File: config.mk
export PLATFORM = sky130hd
export DESIGN_NAME = csap_port
export DESIGN_NICKNAME = d
export VERILOG_FILES = /design/src/common/csap_pkg.sv /design/src/core/csap_access_qual.sv /design/src/core/csap_port.sv
export SDC_FILE = /design/constraint.sdc
export NUM_CORES = 1
export LEC_CHECK = 0
export BUFFER_PORTS_ARGS = -buffer_cell sky130_fd_sc_hd__buf_2
export CORE_ASPECT_RATIO = 0.6
export CORE_MARGIN = 1.5
export CORE_UTILIZATION = 35
export CTS_CLUSTER_DIAMETER = 200
export DETAILED_ROUTE_END_ITERATION = 8
export GPL_TIMING_DRIVEN = 0
export SLEW_MARGIN = 20
export SYNTH_ARGS = -nofsm -noshare
export SYNTH_HDL_FRONTEND = slang
export SYNTH_HIERARCHICAL = 1
export SYNTH_SLANG_ARGS = --single-unit
File: constraint.sdc
create_clock -name MCLK -period 6.89 [get_ports MCLK]
set_clock_uncertainty 0.2 [all_clocks]
set_input_delay 1.0335 -clock MCLK [delete_from_list [all_inputs] [get_ports MCLK]]
set_output_delay 1.0335 -clock MCLK [all_outputs]
set_load 0.02 [all_outputs]
File: src/common/csap_pkg.sv
/*
 * Constants for the CPU-side access port of the CAN controller:
 * special function register addresses, internal register addresses
 * and the bounds of the indirect address map.
 * Assumes an 8-bit SFR bus and an 8-bit internal controller address.
 */
package csap_pkg;
    localparam int AW = 8;
    localparam int DW = 8;

    // special function register decode addresses
    localparam logic [7:0] SFR_STA_IEN = 8'hC0;
    localparam logic [7:0] SFR_PTR     = 8'hC1;
    localparam logic [7:0] SFR_DAT     = 8'hC2;
    localparam logic [7:0] SFR_IRQ_CMD = 8'hC3;
    localparam logic [7:0] SFR_MODE    = 8'hC4;

    // internal controller addresses
    localparam logic [7:0] CA_MODE     = 8'h00;
    localparam logic [7:0] CA_COMMAND  = 8'h01;
    localparam logic [7:0] CA_STATUS   = 8'h02;
    localparam logic [7:0] CA_IRQ      = 8'h03;
    localparam logic [7:0] CA_IRQ_EN   = 8'h04;
    localparam logic [7:0] CA_RX_LEVEL = 8'h05;
    localparam logic [7:0] CA_BT0      = 8'h06;
    localparam logic [7:0] CA_BT1      = 8'h07;
    localparam logic [7:0] CA_NOTE8    = 8'h08;
    localparam logic [7:0] CA_RXB_SA   = 8'h0A;
    localparam logic [7:0] CA_EWL      = 8'h0D;
    localparam logic [7:0] CA_RXERR    = 8'h0E;
    localparam logic [7:0] CA_TXERR    = 8'h0F;
    localparam logic [7:0] CA_RSV_LO   = 8'h10;
    localparam logic [7:0] CA_RSV_HI   = 8'h1C;
    localparam logic [7:0] CA_ACF_MODE = 8'h1D;
    localparam logic [7:0] CA_AUTOINC  = 8'h20;
    localparam logic [7:0] CA_RSV2_LO  = 8'h40;
    localparam logic [7:0] CA_RX_LO    = 8'h60;
    localparam logic [7:0] CA_RSV3_LO  = 8'h6D;
    localparam logic [7:0] CA_TX_BASE  = 8'h70;
    localparam logic [7:0] CA_FIFO     = 8'h80;

    localparam logic [7:0] PTR_RESET   = 8'h00;
    localparam logic [7:0] PTR_STEP    = 8'h01;
    localparam logic [7:0] DATA_ZERO   = 8'h00;
endpackage

File: src/core/csap_access_qual.sv
/*
 * Access qualifier: decides from the internal address, the direction
 * and the controller's reset-mode level whether an access reaches a
 * real location. Purely combinational.
 * Assumes reset_mode comes from the controller on the same clock.
 */
`timescale 1ns/100ps
`default_nettype none
module csap_access_qual
    import csap_pkg::*;
(
    // address and mode
    input  wire logic [7:0] addr,
    input  wire logic       reset_mode,
    // verdicts
    output logic            rd_ok,
    output logic            wr_ok
);
    always_comb begin
        // reserved and write-only spots read back as zero
        rd_ok = 1'b1;
        if (addr == CA_COMMAND) begin
            rd_ok = 1'b0;
        end
        if (addr == CA_NOTE8 && reset_mode) begin
            rd_ok = 1'b0;
        end
        if ((addr >= CA_RSV_LO && addr <= CA_RSV_HI)
            || (addr >= CA_RSV2_LO && addr < CA_RX_LO)
            || (addr >= CA_RSV3_LO && addr < CA_TX_BASE)) begin
            rd_ok = 1'b0;
        end

        wr_ok = 1'b0;
        case (addr)
            CA_MODE, CA_COMMAND, CA_IRQ_EN, CA_RX_LEVEL, CA_EWL:
                wr_ok = 1'b1;
            CA_BT0, CA_BT1, CA_RXERR, CA_TXERR, CA_ACF_MODE:
                wr_ok = reset_mode;
            CA_RXB_SA:
                wr_ok = 1'b0;
            default: begin
                if (addr > CA_ACF_MODE && addr < CA_RSV2_LO) begin
                    wr_ok = 1'b1;
                end else if (addr >= CA_RX_LO && addr < CA_RSV3_LO) begin
                    wr_ok = reset_mode;
                end else if (addr >= CA_TX_BASE) begin
                    // tx buffer and fifo ram window upward
                    wr_ok = 1'b1;
                end
            end
        endcase
    end
endmodule
`default_nettype wire

File: src/core/csap_port.sv
/*
 * SFR access port into the CAN controller's internal register space.
 * Five SFRs: pointer, data window and three direct-mapped registers.
 * Assumes the controller answers CAN_RDATA in the cycle CAN_RD is high,
 * on the same clock, and CPU issues one SFR read or write per cycle.
 */
`timescale 1ns/100ps
`default_nettype none
// Operation
// - five SFRs reach the whole controller space, indirect pointer for the rest.
// - pointer SFR is read/write and selects the data-window target.
// - pointer at 32 or more increments after every data-window access.
// - auto-increment from FFh wraps the pointer to 00h.
// - pointer below 32 stays unchanged on data-window access.
// - data-window read returns, write updates, the pointed register.
// - mode SFR maps directly to internal address 0.
// - status SFR reads address 2, writes address 4.
// - control SFR reads address 3, writes address 1.
// - SFR decode at C0, C1, C2, C3 and C4.
// - fifo ram is mapped from internal address 128 upward.
// - internal decode depends on reset mode and access direction.
// - address 10 is readable in both modes, never written.
module csap_port
    import csap_pkg::*;
(
    // clock and control
    input  wire logic          MCLK,
    input  wire logic          RESET,
    input  wire logic          CE,
    // cpu sfr bus
    input  wire logic [7:0]    SFR_ADDR,
    input  wire logic          SFR_RD,
    input  wire logic          SFR_WR,
    input  wire logic [DW-1:0] SFR_WDATA,
    output logic      [DW-1:0] SFR_RDATA,
    output logic               SFR_RVALID,
    // controller register bus
    output logic      [AW-1:0] CAN_ADDR,
    output logic               CAN_RD,
    output logic               CAN_WR,
    output logic      [DW-1:0] CAN_WDATA,
    input  wire logic [DW-1:0] CAN_RDATA,
    input  wire logic          CAN_RESET_MODE
);
    typedef struct packed {
        logic [AW-1:0] ptr;
        logic [AW-1:0] can_addr;
        logic          can_rd;
        logic          can_wr;
        logic [DW-1:0] can_wdata;
        logic          rd_pend;
        logic          rd_local;
        logic [DW-1:0] local_data;
        logic [DW-1:0] rdata;
        logic          rvalid;
    } csap_state_type;

    csap_state_type st_ff;
    csap_state_type nxt_st;

    logic          hit;
    logic          dir_wr;
    logic [AW-1:0] tgt;
    logic          rd_ok;
    logic          wr_ok;

    function automatic logic is_port_sfr(input logic [7:0] a);
        is_port_sfr = (a == SFR_STA_IEN) || (a == SFR_PTR)
                   || (a == SFR_DAT) || (a == SFR_IRQ_CMD)
                   || (a == SFR_MODE);
    endfunction

    assign hit    = CE && (SFR_RD || SFR_WR) && is_port_sfr(SFR_ADDR);
    assign dir_wr = SFR_WR;

    // internal target of the current SFR access
    always_comb begin
        case (SFR_ADDR)
            SFR_MODE:    tgt = CA_MODE;
            SFR_STA_IEN: tgt = dir_wr ? CA_IRQ_EN : CA_STATUS;
            SFR_IRQ_CMD: tgt = dir_wr ? CA_COMMAND : CA_IRQ;
            default:     tgt = st_ff.ptr;
        endcase
    end

    csap_access_qual u_qual (
        .addr       (tgt),
        .reset_mode (CAN_RESET_MODE),
        .rd_ok      (rd_ok),
        .wr_ok      (wr_ok)
    );

    always_comb begin
        nxt_st        = st_ff;
        nxt_st.can_rd = 1'b0;
        nxt_st.can_wr = 1'b0;
        nxt_st.rvalid = 1'b0;
        nxt_st.rd_pend = 1'b0;

        // second stage of a read: capture answer from controller
        if (st_ff.rd_pend) begin
            nxt_st.rvalid = 1'b1;
            if (st_ff.rd_local) begin
                nxt_st.rdata = st_ff.local_data;
            end else if (st_ff.can_rd) begin
                nxt_st.rdata = CAN_RDATA;
            end else begin
                nxt_st.rdata = DATA_ZERO;
            end
        end

        if (hit) begin
            nxt_st.can_addr = tgt;
            nxt_st.rd_local = 1'b0;
            if (SFR_ADDR == SFR_PTR) begin
                if (dir_wr) begin
                    nxt_st.ptr = SFR_WDATA;
                end else begin
                    nxt_st.rd_pend    = 1'b1;
                    nxt_st.rd_local   = 1'b1;
                    nxt_st.local_data = st_ff.ptr;
                end
            end else begin
                if (dir_wr) begin
                    nxt_st.can_wr    = wr_ok;
                    nxt_st.can_wdata = SFR_WDATA;
                end else begin
                    nxt_st.can_rd  = rd_ok;
                    nxt_st.rd_pend = 1'b1;
                end
                // stepping here means the next access already sees it
                if (SFR_ADDR == SFR_DAT && st_ff.ptr >= CA_AUTOINC) begin
                    nxt_st.ptr = st_ff.ptr + PTR_STEP;
                end
                // low registers stay put so software can poll them
            end
        end
    end

    always_ff @(posedge MCLK) begin
        if (RESET) begin
            st_ff <= '0;
        end else if (CE) begin
            st_ff <= nxt_st;
        end
    end

    assign SFR_RDATA  = st_ff.rdata;
    assign SFR_RVALID = st_ff.rvalid;
    assign CAN_ADDR   = st_ff.can_addr;
    assign CAN_RD     = st_ff.can_rd;
    assign CAN_WR     = st_ff.can_wr;
    assign CAN_WDATA  = st_ff.can_wdata;

    logic dat_acc;
    assign dat_acc = hit && SFR_ADDR == SFR_DAT;

    chk_ptr_autoinc: assert property (
        @(posedge MCLK) disable iff (RESET)
        dat_acc && st_ff.ptr >= CA_AUTOINC
        |=> st_ff.ptr == $past(st_ff.ptr) + PTR_STEP)
        else $error("pointer did not step after data access");

    chk_ptr_hold_low: assert property (
        @(posedge MCLK) disable iff (RESET)
        dat_acc && st_ff.ptr < CA_AUTOINC |=> $stable(st_ff.ptr))
        else $error("low pointer moved on data access");

    chk_ptr_wrap_zero: assert property (
        @(posedge MCLK) disable iff (RESET)
        dat_acc && st_ff.ptr == '1 |=> st_ff.ptr == PTR_RESET)
        else $error("pointer failed to wrap to zero");

    chk_ptr_write_load: assert property (
        @(posedge MCLK) disable iff (RESET)
        hit && SFR_WR && SFR_ADDR == SFR_PTR
        |=> st_ff.ptr == $past(SFR_WDATA))
        else $error("pointer write not taken");

    chk_dat_target: assert property (
        @(posedge MCLK) disable iff (RESET)
        dat_acc |=> CAN_ADDR == $past(st_ff.ptr))
        else $error("data window hit wrong address");

    chk_mode_direct: assert property (
        @(posedge MCLK) disable iff (RESET)
        hit && SFR_ADDR == SFR_MODE |=> CAN_ADDR == CA_MODE)
        else $error("mode sfr not routed to address zero");

    chk_sta_split: assert property (
        @(posedge MCLK) disable iff (RESET)
        hit && SFR_ADDR == SFR_STA_IEN
        |=> CAN_ADDR == ($past(SFR_WR) ? CA_IRQ_EN : CA_STATUS)
            && (CAN_RD || CAN_WR))
        else $error("status sfr routed wrongly");

    chk_con_split: assert property (
        @(posedge MCLK) disable iff (RESET)
        hit && SFR_ADDR == SFR_IRQ_CMD
        |=> CAN_ADDR == ($past(SFR_WR) ? CA_COMMAND : CA_IRQ)
            && (CAN_RD != CAN_WR))
        else $error("control sfr routed wrongly");

    chk_rxsa_nowrite: assert property (
        @(posedge MCLK) disable iff (RESET)
        CAN_WR |-> CAN_ADDR != CA_RXB_SA)
        else $error("write reached rx buffer start address");

    chk_ptr_reset: assert property (
        @(posedge MCLK) RESET |=> st_ff.ptr == PTR_RESET)
        else $error("pointer not cleared by reset");

    chk_read_answer: assert property (
        @(posedge MCLK) disable iff (RESET)
        (hit && SFR_RD) ##1 CE |=> SFR_RVALID)
        else $error("read answer missing after two cycles");

    chk_cmd_read_zero: assert property (
        @(posedge MCLK) disable iff (RESET)
        dat_acc && SFR_RD && st_ff.ptr == CA_COMMAND |=> !CAN_RD)
        else $error("write-only command address was read");

    chk_rxsa_readable: assert property (
        @(posedge MCLK) disable iff (RESET)
        dat_acc && SFR_RD && st_ff.ptr == CA_RXB_SA |=> CAN_RD)
        else $error("rx buffer start address not read");

    // a low enable must hold every register, strobes included
    chk_ce_freeze: assert property (
        @(posedge MCLK) disable iff (RESET)
        !CE |=> $stable(st_ff))
        else $error("state moved while clock enable was low");
endmodule
`default_nettype wire

==> After elaboration in Yosys (flattened, before gate mapping) <==
Cells that the tools add are included.
{ "totals": {"regBits": 45, "inputBits": 30, "out_inout_bits": 27, "wordCells": 91} }
{ "op_classes": {"n_addsub": 1, "n_lt_le_gt_ge": 12, "eq_ne": 17, "n_mux": 24, "bitwise_logic": 2, "reduce_logical": 25} }
{ "ops": {"columns": ["op", "count"], "rows": [
  ["$eq A8 B4 Y1 const B", 5],
  ["$eq A8 B8 Y1 const B", 5],
  ["$mux W8", 5],
  ["$eq A8 B3 Y1 const B", 4],
  ["$ge A8 B7 Y1 const B", 4],
  ["$lt A8 B7 Y1 const B", 4],
  ["$pmux W8 S3", 1],
  ["$mux W10", 2],
  ["$mux W20", 1],
  ["$mux W9", 2],
  ["$reduce_and A4 Y1", 3],
  ["$mux W1", 10],
  ["$reduce_or A5 Y1", 2],
  ["$logic_and A1 B1 Y1", 9],
  ["$add A8 B1 Y8 const B", 1],
  ["$eq A8 B1 Y1 const B", 1],
  ["$eq A8 B5 Y1 const B", 1],
  ["$ge A8 B5 Y1 const B", 1],
  ["$ge A8 B6 Y1 const B", 1],
  ["$gt A8 B5 Y1 const B", 1],
  ["$le A8 B5 Y1 const B", 1],
  ["$logic_not A8 Y1", 1],
  ["$logic_or A1 B1 Y1", 7],
  ["$reduce_and A2 Y1", 2],
  ["other kinds (6)", 7]
]} }

==> Longest topological paths before layout <==
Gate-level depths: netlist of the first run.
{ "depth": {"ltp_word": 10, "mapped_depth": 11, "ltp_nobuf": 10} }

==> Hierarchy <==
Netlist of the first run, hierarchy kept.
{ "by_module_without_submodules": {"columns": ["module", "n_inst", "cells_each", "area_per_inst_um2"], "rows": [
  ["csap_port", 1, 285, 2363.5],
  ["csap_access_qual", 1, 20, 116.4]
]} }

==> Worst setup path after synthesis of the first run <==
Ideal clock, no wire load.
{ "synth_timing": {"kind": "in2reg", "startpoint": "input SFR_ADDR[1]", "endpoint": "register st_ff, in the netlist CAN_RD", "setup_time_ps": 132, "arrival_time_ps": 2960, "required_ps": 6558, "slack_ps": 3598, "cell_stages": 9, "path_buffers": 1, "path_cell_list": "clkbuf_1 > nand2b_1 > a211o_1 > nand2b_1 > and2_1 > or3_1 > a221o_1 > nand4_1 > a21oi_1"} }
{ "synth_via": {"elab_chain_cells": 10, "word_cells_on_any_way": 31, "cone_classes": "order compare: 6; eq/ne: 7; mux: 7; reduce/logical: 11"} }
{ "synth_lines": {"columns": ["item", "line_no", "text"], "rows": [
  ["start, declared", "csap_port.sv:31", "input wire logic [7:0] SFR_ADDR,"],
  ["$eq A8 B8 Y1", "csap_port.sv:78", "case (SFR_ADDR)"],
  ["$pmux W8 S3 *", "csap_port.sv:78", null],
  ["net tgt[4]", "csap_port.sv:63", "logic [AW-1:0] tgt;"],
  ["$ge A8 B5 Y1, or another cell as far along", "csap_access_qual.sv:28", "if ((addr >= CA_RSV_LO && addr <= CA_RSV_HI)"],
  ["$logic_and A1 B1 Y1 (on tied branches)", "csap_access_qual.sv:28, csap_access_qual.sv:29", null],
  ["$logic_or A1 B1 Y1", "csap_access_qual.sv:29", "|| (addr >= CA_RSV2_LO && addr < CA_RX_LO)"],
  ["$logic_or A1 B1 Y1", "csap_access_qual.sv:30", "|| (addr >= CA_RSV3_LO && addr < CA_TX_BASE)) begin"],
  ["$mux W1 *", "csap_access_qual.sv:28", null],
  ["net rd_ok", "csap_port.sv:64", "logic rd_ok;"],
  ["$mux W1 *", "csap_port.sv:124", "if (dir_wr) begin"],
  ["$mux W10 *", "csap_port.sv:115", "if (SFR_ADDR == SFR_PTR) begin"],
  ["$mux W20 *", "csap_port.sv:112", "if (hit) begin"],
  ["end signal, assigned", "csap_port.sv:144", "st_ff <= nxt_st;"],
  ["end, declared", "csap_port.sv:58", "csap_state_type st_ff;"]
]} }
The timed path passes the listed nets; every way through them passes the cells marked *.
A chain may end at the register's enable or synchronous reset.

==> Final worst setup path of the first run <==
{ "layout_timing": {"startpoint": "input SFR_ADDR[3]", "endpoint": "register st_ff, in the netlist CAN_RD"} }
Same word-level chain as after synthesis.

==> results of run 1 <==
-- final cells by class --
class | count | share of cell area, %
multi-input cells | 208 | 42.76
flip-flops and latches | 45 | 29.86
repair buffers | 52 | 8.627
plain buffers | 44 | 8.586
clock buffers | 6 | 4.272
well taps | 87 | 3.608
clock inverters | 2 | 1.286
inverters | 8 | 0.9954
-- metal layers --
layer / up-vias / share of wire (%) / wire (µm)
li1: 1214 / - / -
met1: 1104 / 52 / 3678
met2: 83 / 39 / 2774
met3: 6 / 8.1 / 575
met4: 0 / 0.54 / 38
met5: - / 0 / 0
-- power by group through the flow --
stage          combinational, mW  sequential [mW]  clock, mW
2_1_floorplan             0.0167            0.267          0
3_3_place_gp              0.0330            0.267          0
3_5_place_dp              0.0332            0.267          0
4_1_cts                   0.0333            0.261      0.281
5_1_grt                   0.0373            0.260      0.295
6_report                  0.0339            0.261      0.278
-- cell families after synthesis --
| logic type | after synthesis | share of synthesized area (%) |
|---|---|---|
| AOI/OAI and AO/OA | 86 | 23.61 |
| adders and majority gates | 2 | 1.009 |
| buffers and inverters | 52 | 11.65 |
| DFF | 45 | 36.33 |
| muxes | 14 | 5.651 |
| and+or+nand+nor | 106 | 21.75 |
-- critical path: stages --
cell,delay (ps)
sky130_fd_sc_hd__buf_2,100
sky130_fd_sc_hd__nand4bb_1,160
sky130_fd_sc_hd__buf_2,180
sky130_fd_sc_hd__a211o_1,400
sky130_fd_sc_hd__nand2b_1,230
sky130_fd_sc_hd__and2_1,220
sky130_fd_sc_hd__or3_1,420
sky130_fd_sc_hd__a221o_1,370
sky130_fd_sc_hd__nand4_1,110
sky130_fd_sc_hd__a21oi_1,80
-- through the flow --
step	std cells	cell area [µm²]	setup slack, ps
after floorplan	305	2480	3598
after global placement	444	2849	3282
after detailed placement	444	2849	3277
after CTS	452	3017	3574
after global routing	452	3017	3399
final	452	3017	3536
-- path summary, 6_finish.rpt --
kind                       startpoint                       end  depth (start not counted)
max reg2reg    st_ff[38]$_SDFFE_PP0P_       CAN_WR$_SDFFE_PP0P_                          8
max                       SFR_ADDR[3]       CAN_RD$_SDFFE_PP0P_                         10
min          CAN_ADDR[3]$_SDFFE_PP0P_  CAN_ADDR[3]$_SDFFE_PP0P_                          2
min reg2reg  CAN_ADDR[3]$_SDFFE_PP0P_  CAN_ADDR[3]$_SDFFE_PP0P_                          2
-- cell usage in the layout (no fill, tap or decap), types with 2 or more instances in the layout --
cell type                   synthesis  final
sky130_fd_sc_hd__a31oi_1            3      3
sky130_fd_sc_hd__nor4_1             4      4
sky130_fd_sc_hd__nand4_1            3      3
sky130_fd_sc_hd__buf_4             24     24
sky130_fd_sc_hd__nand2_1           19     19
sky130_fd_sc_hd__o211a_1            2      2
sky130_fd_sc_hd__o211ai_1           6      6
sky130_fd_sc_hd__a211oi_1          11     11
sky130_fd_sc_hd__o311ai_0           2      2
sky130_fd_sc_hd__nor2b_1            5      5
sky130_fd_sc_hd__inv_1              8      8
sky130_fd_sc_hd__or4_1              2      2
sky130_fd_sc_hd__nand3_1           15     15
sky130_fd_sc_hd__nor2_1            28     28
sky130_fd_sc_hd__o21ai_0           14     14
sky130_fd_sc_hd__clkbuf_1          15     16
sky130_fd_sc_hd__buf_1              2      2
sky130_fd_sc_hd__dfxtp_1           45     45
sky130_fd_sc_hd__and2_1             6      6
sky130_fd_sc_hd__a32o_1             2      2
sky130_fd_sc_hd__a22oi_1            9      9
sky130_fd_sc_hd__or3_1              2      2
sky130_fd_sc_hd__mux2i_1           14     14
sky130_fd_sc_hd__ha_1               2      2
sky130_fd_sc_hd__buf_2              3     55
sky130_fd_sc_hd__nor3_1             7      7
sky130_fd_sc_hd__nand2b_1           6      6
sky130_fd_sc_hd__a21oi_1           20     20
sky130_fd_sc_hd__clkbuf_16          0      5
sky130_fd_sc_hd__and3_1             2      2
sky130_fd_sc_hd__a311oi_1           3      3
sky130_fd_sc_hd__o32ai_1            4      4
-- sequential cells by signal, summed over array words and instances (netlist names) --
| name | cells |
|---|---|
| CAN_WR | 1 |
| CAN_ADDR | 8 |
| st_ff | 18 |
| CAN_RD | 1 |
| SFR_RDATA | 8 |
| CAN_WDATA | 8 |
| SFR_RVALID | 1 |
==> impl_summary.md, run 1 <==
Floorplan
In this run the core area contains 23 standard-cell rows. The die width is 111.7 µm. The floorplan step defined a core boundary enclosing 0.006763 mm². The initial utilization of the core area, before any placement, comes to 36.67%. During I/O placement, the number of pins put on the boundary was 57. From bottom edge to top edge, the die measures 68.20 µm.

The area of the die is 0.007616 mm².

Clock network
The maximum buffer depth of the clock tree is 2. The root buffer cell chosen for the clock tree is sky130_fd_sc_hd__clkbuf_16. The count of hold-fix buffers inserted at cts is 0.

At the later pin of the worst-skew pair, clock insertion delay measures 290 ps. In this run the number of H-tree levels came out at 2. The number of buffers inserted to repair setup after CTS is 0. The CTS sink count is 45.

TritonCTS built the clock tree. The number of buffers added by the clock tree synthesis step is 5. The post-cts gate resize count is 0.

Clock-pin slew was measured on the worst setup and hold paths at 70 ps.

Power and ir drop
The combinational share of power is 5.9%. For this design the total switching power over the nets is 0.1291 mW. After layout, the design draws a total of 0.5725 mW. The peak supply drop is 83.84 µV. The relative contribution of the clock network to total power is 48.6%. The switching share of total power is 22.55%. The power per standard cell area is 189.8 mW/mm². Sequential cells account for 45.5% of the total power.

The total internal power is 0.4434 mW. The static leakage is 1.213 nW.

Yosys
The synthesized cell area is 0.002480 mm². The average instance in the mapped netlist occupies 8.131 µm². The number of synthesized flops with an enable pin is 0. The number of nets produced by synthesis is 337. The cell count after synthesis came out at 305. The synthesized design devotes to its leading area cell type 36.33% of total area. The commonest cells after synthesis are sky130_fd_sc_hd__dfxtp_1, sky130_fd_sc_hd__nor2_1, sky130_fd_sc_hd__buf_4, sky130_fd_sc_hd__a21oi_1, sky130_fd_sc_hd__nand2_1.

The post-synthesis sequential area ratio is 36.33%. Ranked by total cell area, the synthesized netlist is headed by sky130_fd_sc_hd__dfxtp_1, sky130_fd_sc_hd__buf_4, sky130_fd_sc_hd__mux2i_1. The most area-hungry cell type in the Yosys netlist is sky130_fd_sc_hd__dfxtp_1. Of all flip-flops after synthesis, the portion carrying an async set or reset was 0%. The cell with the most instances after synthesis is sky130_fd_sc_hd__dfxtp_1. The commonest register cell after synthesis is sky130_fd_sc_hd__dfxtp_1. After synthesis, the netlist uses 48 different library cells. For this run, the number of Yosys warnings is 6. In this run, synthesis produced a sequential element count of 45.

Global routing
The busiest metal layer after global routing is met1. The all-layer global routing usage is 18.98%. For this run, global-route usage on met3 was measured as 4.783%. Entering global routing, the biggest net connects 15 pins. The number of antenna violations at the first check in global routing came to 0. The wire length of the first global-routing pass is 11170 µm.

The global route total overflow is 0. For met1 alone, demand over resource in global routing was 27.83%. In the global route stage, met2 resource usage came out at 27.59%.

The via count of the first global-routing pass is 2195.

Placement
The count of port buffers added during placement is 52. The half-perimeter wire length after detailed placement is 5261 µm. The congestion estimate from routability-driven global placement came to 0.9057.

STA
Dividing the final minimum period by the clock period gives 48.67%. The maximum operating frequency is 0.2982 GHz. The final setup violation count is 0.

The transition time at the pin with the least slew margin is 871.0 ps. The count of final max-slew check failures is 0. Across all hold checks on the routed design, the worst slack comes to 260.3 ps. Headroom to the max-slew limit came out at 41.40%. Counting I/O delays and the setup requirement, the final critical path takes 3354 ps. In the final timing run, aggregate negative setup slack is 0 ps. The count of endpoints failing hold in the final timing report is 0. Setup repair after global routing left no endpoint under its margin.

Routing
The final layout contains routed wiring with a total length of 7066 µm. The remaining design rule violation count is 0. The first detailed-routing pass ran for 4 iterations.

The count of nets left with antenna violations once routing finished came out at 0. After detailed routing, the average wire length per cell comes to 15.63 µm. The starting DRC count in detailed routing is 172.

After detailed routing, the number of vias per cell comes to 5.325. Across all layers, the routed design uses 2407 vias.

Finish
From synthesis to final layout, the design area changed by 21.64%. After the last flow step, the layout net total stands at 396. The proportion of layout cells with a drive suffix above 1 is 24.11%.

Summing all multi-input logic gate instances after layout gives 0.001290 mm². The area of all sequential standard cells is 900.9 µm². Counting the fill cells in the layout gives 690. The antenna cell count is 0.

The utilization after layout is 44.61%.

Worst setup path
In this run the worst path has a maximum fanout of 9. The setup slack of the worst register-to-register path is 4660 ps. The data arrival time of the worst path is 3300 ps.

STA classifies the critical path endpoint as a register. The worst path required time is 6840 ps. STA classifies the critical path startpoint as an input port. The critical path is of the in -> reg type.

Outcome
The run finished with clean final reports.

Worst hold path
The path class of the tightest hold or removal check is reg -> reg.

Flow run
Across the run, the number of max-cap violations was 0.
(Power assumes the default switching activity.)
==> run 2, diff against run 1 <==
- ABC_AREA: not set -> 1
- clock period: 6.89 -> 3.4 ns (I/O delays scaled with it)
==> impl_summary.md, run 2 <==
Outcome
The run finished with clean final reports.

Yosys
The xor and xnor fraction of the mapped netlist area is 0.3241%. The synthesized design contains 0 enable-type register cells. The number of cells produced by synthesis is 416. The share of synthesized area spent on multiplexers is 0%. Dividing the synthesized area by the synthesized cell count gives 6.497 µm².

The share of async-settable or async-resettable flops after synthesis is 0%. By count the netlist is led by sky130_fd_sc_hd__nand2_1, sky130_fd_sc_hd__a21oi_1, sky130_fd_sc_hd__dfxtp_1, sky130_fd_sc_hd__inv_1, sky130_fd_sc_hd__nor2_1. The biggest area contributor in the post-synthesis netlist is sky130_fd_sc_hd__dfxtp_1. The number of distinct standard cells referenced by the synthesized netlist is 27. The simple-gate share of the synthesized area is 35.60%. In the post-synthesis netlist, the biggest area contributors are sky130_fd_sc_hd__dfxtp_1, sky130_fd_sc_hd__nand2_1, sky130_fd_sc_hd__a21oi_1. The post-synthesis register bit count is 45. The area share of the leading cell type in the synthesized netlist is 33.33%. The main combinational cell family by area after synthesis is simple AND/OR/NAND/NOR gates. Summing the sequential cell areas from Yosys gives 33.33% of the chip area.

The cell with the most instances after synthesis is sky130_fd_sc_hd__nand2_1. The synthesized netlist occupies a cell area of 0.002703 mm². The commonest register cell after synthesis is sky130_fd_sc_hd__dfxtp_1.

The number of warnings printed during yosys synthesis is 6. After Yosys synthesis, full adders, half adders and majority gates account for 0.9259% of the synthesized area. Synthesis produced a netlist with a net count of 448. The compound-gate portion of the synthesized area is 12.92%.

STA
Setup repair after global routing left no endpoint under its margin. The count of endpoints failing hold in the final timing report is 0. The maximum operating frequency is 0.4360 GHz.

The final-layout setup total negative slack is 0 ps. The count of final max-slew check failures came to 0. The final critical path time including I/O delays and setup is 2294 ps. Setup violations remaining at the end of the flow were counted as 0. At the pin with the least slew margin, the transition time is 591.9 ps. The period utilization is 67.46%. Final hold analysis gives a worst-case slack of 247.0 ps. In this run the tightest slew margin relative to its limit is 60.39%.

Routing
Summed over all nets, wire length on met3 after detailed routing comes to 432 µm. The mean routed wirelength per cell is 12.93 µm. After detailed routing, the number of remaining DRC violations is 0. The via count normalized by instance count is 4.687.

The routed length on met1 is 4269 µm. After detailed routing, the total wire length is 7550 µm. The via count is 2737. The detailed router used layers up to and including met4.

The number of detailed-routing iterations run before antenna repair is 5. In this run the remaining antenna-violating nets after routing total 0. The starting DRC count in detailed routing is 167. The detailed-routed wire length on met2 is 2793 µm.

Worst setup path
The combined buffer and inverter count along the critical path is 4. The worst setup path is launched from an input port. The worst path required time is 3420 ps. The data arrival time of the worst path is 2310 ps. The signal on the critical path passes through buf_2 > inv_1 > nand2_2 > nor2_8 > nand2_1 > nand4_1 > inv_1 > inv_1 > nand2_1 > nor2_2 > nand2_1 > nor2_1 > nor2_1 > nand3_1 > nand3_1 > a21oi_1. The worst-path cell with the longest stage delay is sky130_fd_sc_hd__nand2_1. The setup path with the least slack is of type in -> reg.

The sort of element at the end of the critical path is a register. The highest fanout seen on the critical path is 9. The largest stage delay on the critical path is 220 ps. The category of cells accounting for the largest share of critical-path delay is simple AND/OR/NAND/NOR gates.

Finish
The register ranked first by flip-flop count is st_ff. The post-layout instance count excluding filler cells is 584. After the last flow step, the layout net total stands at 511. The register with the most flip-flops in the layout has 18 of them. After filler insertion, the fill cell instance count of the layout stands at 796. The library cells used most frequently in the layout, excluding fill and tap cells, are sky130_fd_sc_hd__nand2_1, sky130_fd_sc_hd__buf_2, sky130_fd_sc_hd__dfxtp_1, sky130_fd_sc_hd__inv_1, sky130_fd_sc_hd__a21oi_1. From synthesis to final layout, the design area changed by 22.36%. The proportion of layout cells with a drive suffix above 1 is 23.96%. Across the whole layout, storage elements account for 900.9 µm². The antenna cell count is 0.

The area of combinational cells with multiple inputs is 0.001345 mm². Leaving out fill and tap cells, the most frequent cell in the layout is sky130_fd_sc_hd__nand2_1.

Worst hold path
The path class of the tightest hold or removal check is in -> reg.

Flow run
Max-cap violations in this run came to 0.

Clock network
The tree is rooted in a sky130_fd_sc_hd__clkbuf_16. Buffers inserted during clock tree synthesis total 5. TritonCTS built the clock tree. The H-tree generated during clock tree synthesis spans 2 levels. The clock transition at the register clock pins on the worst setup and hold paths after CTS is 60 ps.

The number of setup buffers added after CTS is 0. The clock latency on the worst-skew pair is 290 ps. In this run, post-CTS hold repair placed 0 buffers.

In this run the deepest clock path goes through 2 buffers. The CTS sink count is 45. The post-cts gate resize count is 0.

Placement
Detailed placement ended at an HPWL of 5935 µm. After detailed placement, the design holds a cell count of 576. During placement, the flow inserted port buffers numbering 56. The weighted congestion reported at the end of routability-driven placement is 0.8992.

Global routing
The all-layer global routing usage is 18.96%. The via count of the first global-routing pass was 2384. After global routing the overflow that remains totals 0. The pin count of the biggest net entering global routing is 16. The wire length of the first global-routing pass is 12030 µm. The number of antenna violations at the first check in global routing came to 0.

Floorplan
Row generation in the floorplan step produced 24 rows. The die width is 116.4 µm. Pin placement for this block handled 57 I/O pins.

The die height is 71.07 µm. The area of the die is 0.008275 mm². The core region is 0.007357 mm². The effective utilization at floorplan is 36.73%.

Power and ir drop
Dividing total power by cell area gives a power density of 374.8 mW/mm². The total power after layout is 1.240 mW. The peak supply drop is 186.1 µV.

The static leakage is 1.754 nW.
run 2: changes by cell type after synthesis, moves of 12 or more:
cell	delta
sky130_fd_sc_hd__a21oi_1	+25
sky130_fd_sc_hd__clkbuf_1	-12
sky130_fd_sc_hd__inv_1	+37
sky130_fd_sc_hd__mux2i_1	-14
sky130_fd_sc_hd__nand2_1	+85
sky130_fd_sc_hd__nand3_1	+19
sky130_fd_sc_hd__nor2_1	+16
run 2: final cells by class:
class | count | area share [%]
tap | 104 | 3.935
sequential | 45 | 27.24
clock buffer | 5 | 3.784
buffer | 37 | 8.021
multi-input combinational | 283 | 40.67
timing repair buffer | 56 | 8.475
inverter | 51 | 5.789
clock inverter | 3 | 2.081
run 2: metrics by stage:
stage,utilization [%],worst slack (ps),area (µm²)
after floorplan,-,1248,2703
after global placement,42.31,864.9,3113
after detailed placement,42.31,843.8,3113
after CTS,44.95,1140,3307
after global routing,44.95,813.3,3307
final,44.95,1106,3307
run 2: final timing paths:
path / slack, ps / cells after the start / end / start
worst min-delay path: 250 / 2 / st_ff[9]$_SDFFE_PP0P_ / RESET
worst min register to register: 270 / 2 / st_ff[14]$_SDFFE_PP0P_ / st_ff[14]$_SDFFE_PP0P_
worst max-delay path: 1110 / 16 / CAN_WR$_SDFFE_PP0P_ / SFR_ADDR[4]
worst max register to register: 1460 / 12 / CAN_RD$_SDFFE_PP0P_ / st_ff[39]$_SDFFE_PP0P_
run 2: report_power, final:
part	leakage (nW)	internal, mW	switching, mW	total (mW)
Combinational	1.30	0.0263	0.0459	0.0722
Clock	0.0944	0.424	0.214	0.638
Sequential	0.362	0.528	0.000941	0.529
Total	1.75	0.978	0.261	1.24
run 2: kinds of logic (layout without fill, tap and decap cells):
logic type                 Yosys count  in the layout
adders and majority gates            2              2
buffers and inverters               88            152
AOI/OAI and AO/OA                   69             69
and+or+nand+nor                    211            211
DFF                                 45             45
xor gates and xnor gates             1              1
run 2: metal layers:
layer / GRT usage [%] / up-vias
met5: 0 / -
li1: - / 1427
met2: 25.10 / 75
met1: 30.74 / 1229
met3: 3.685 / 6
met4: 4.336 / 0
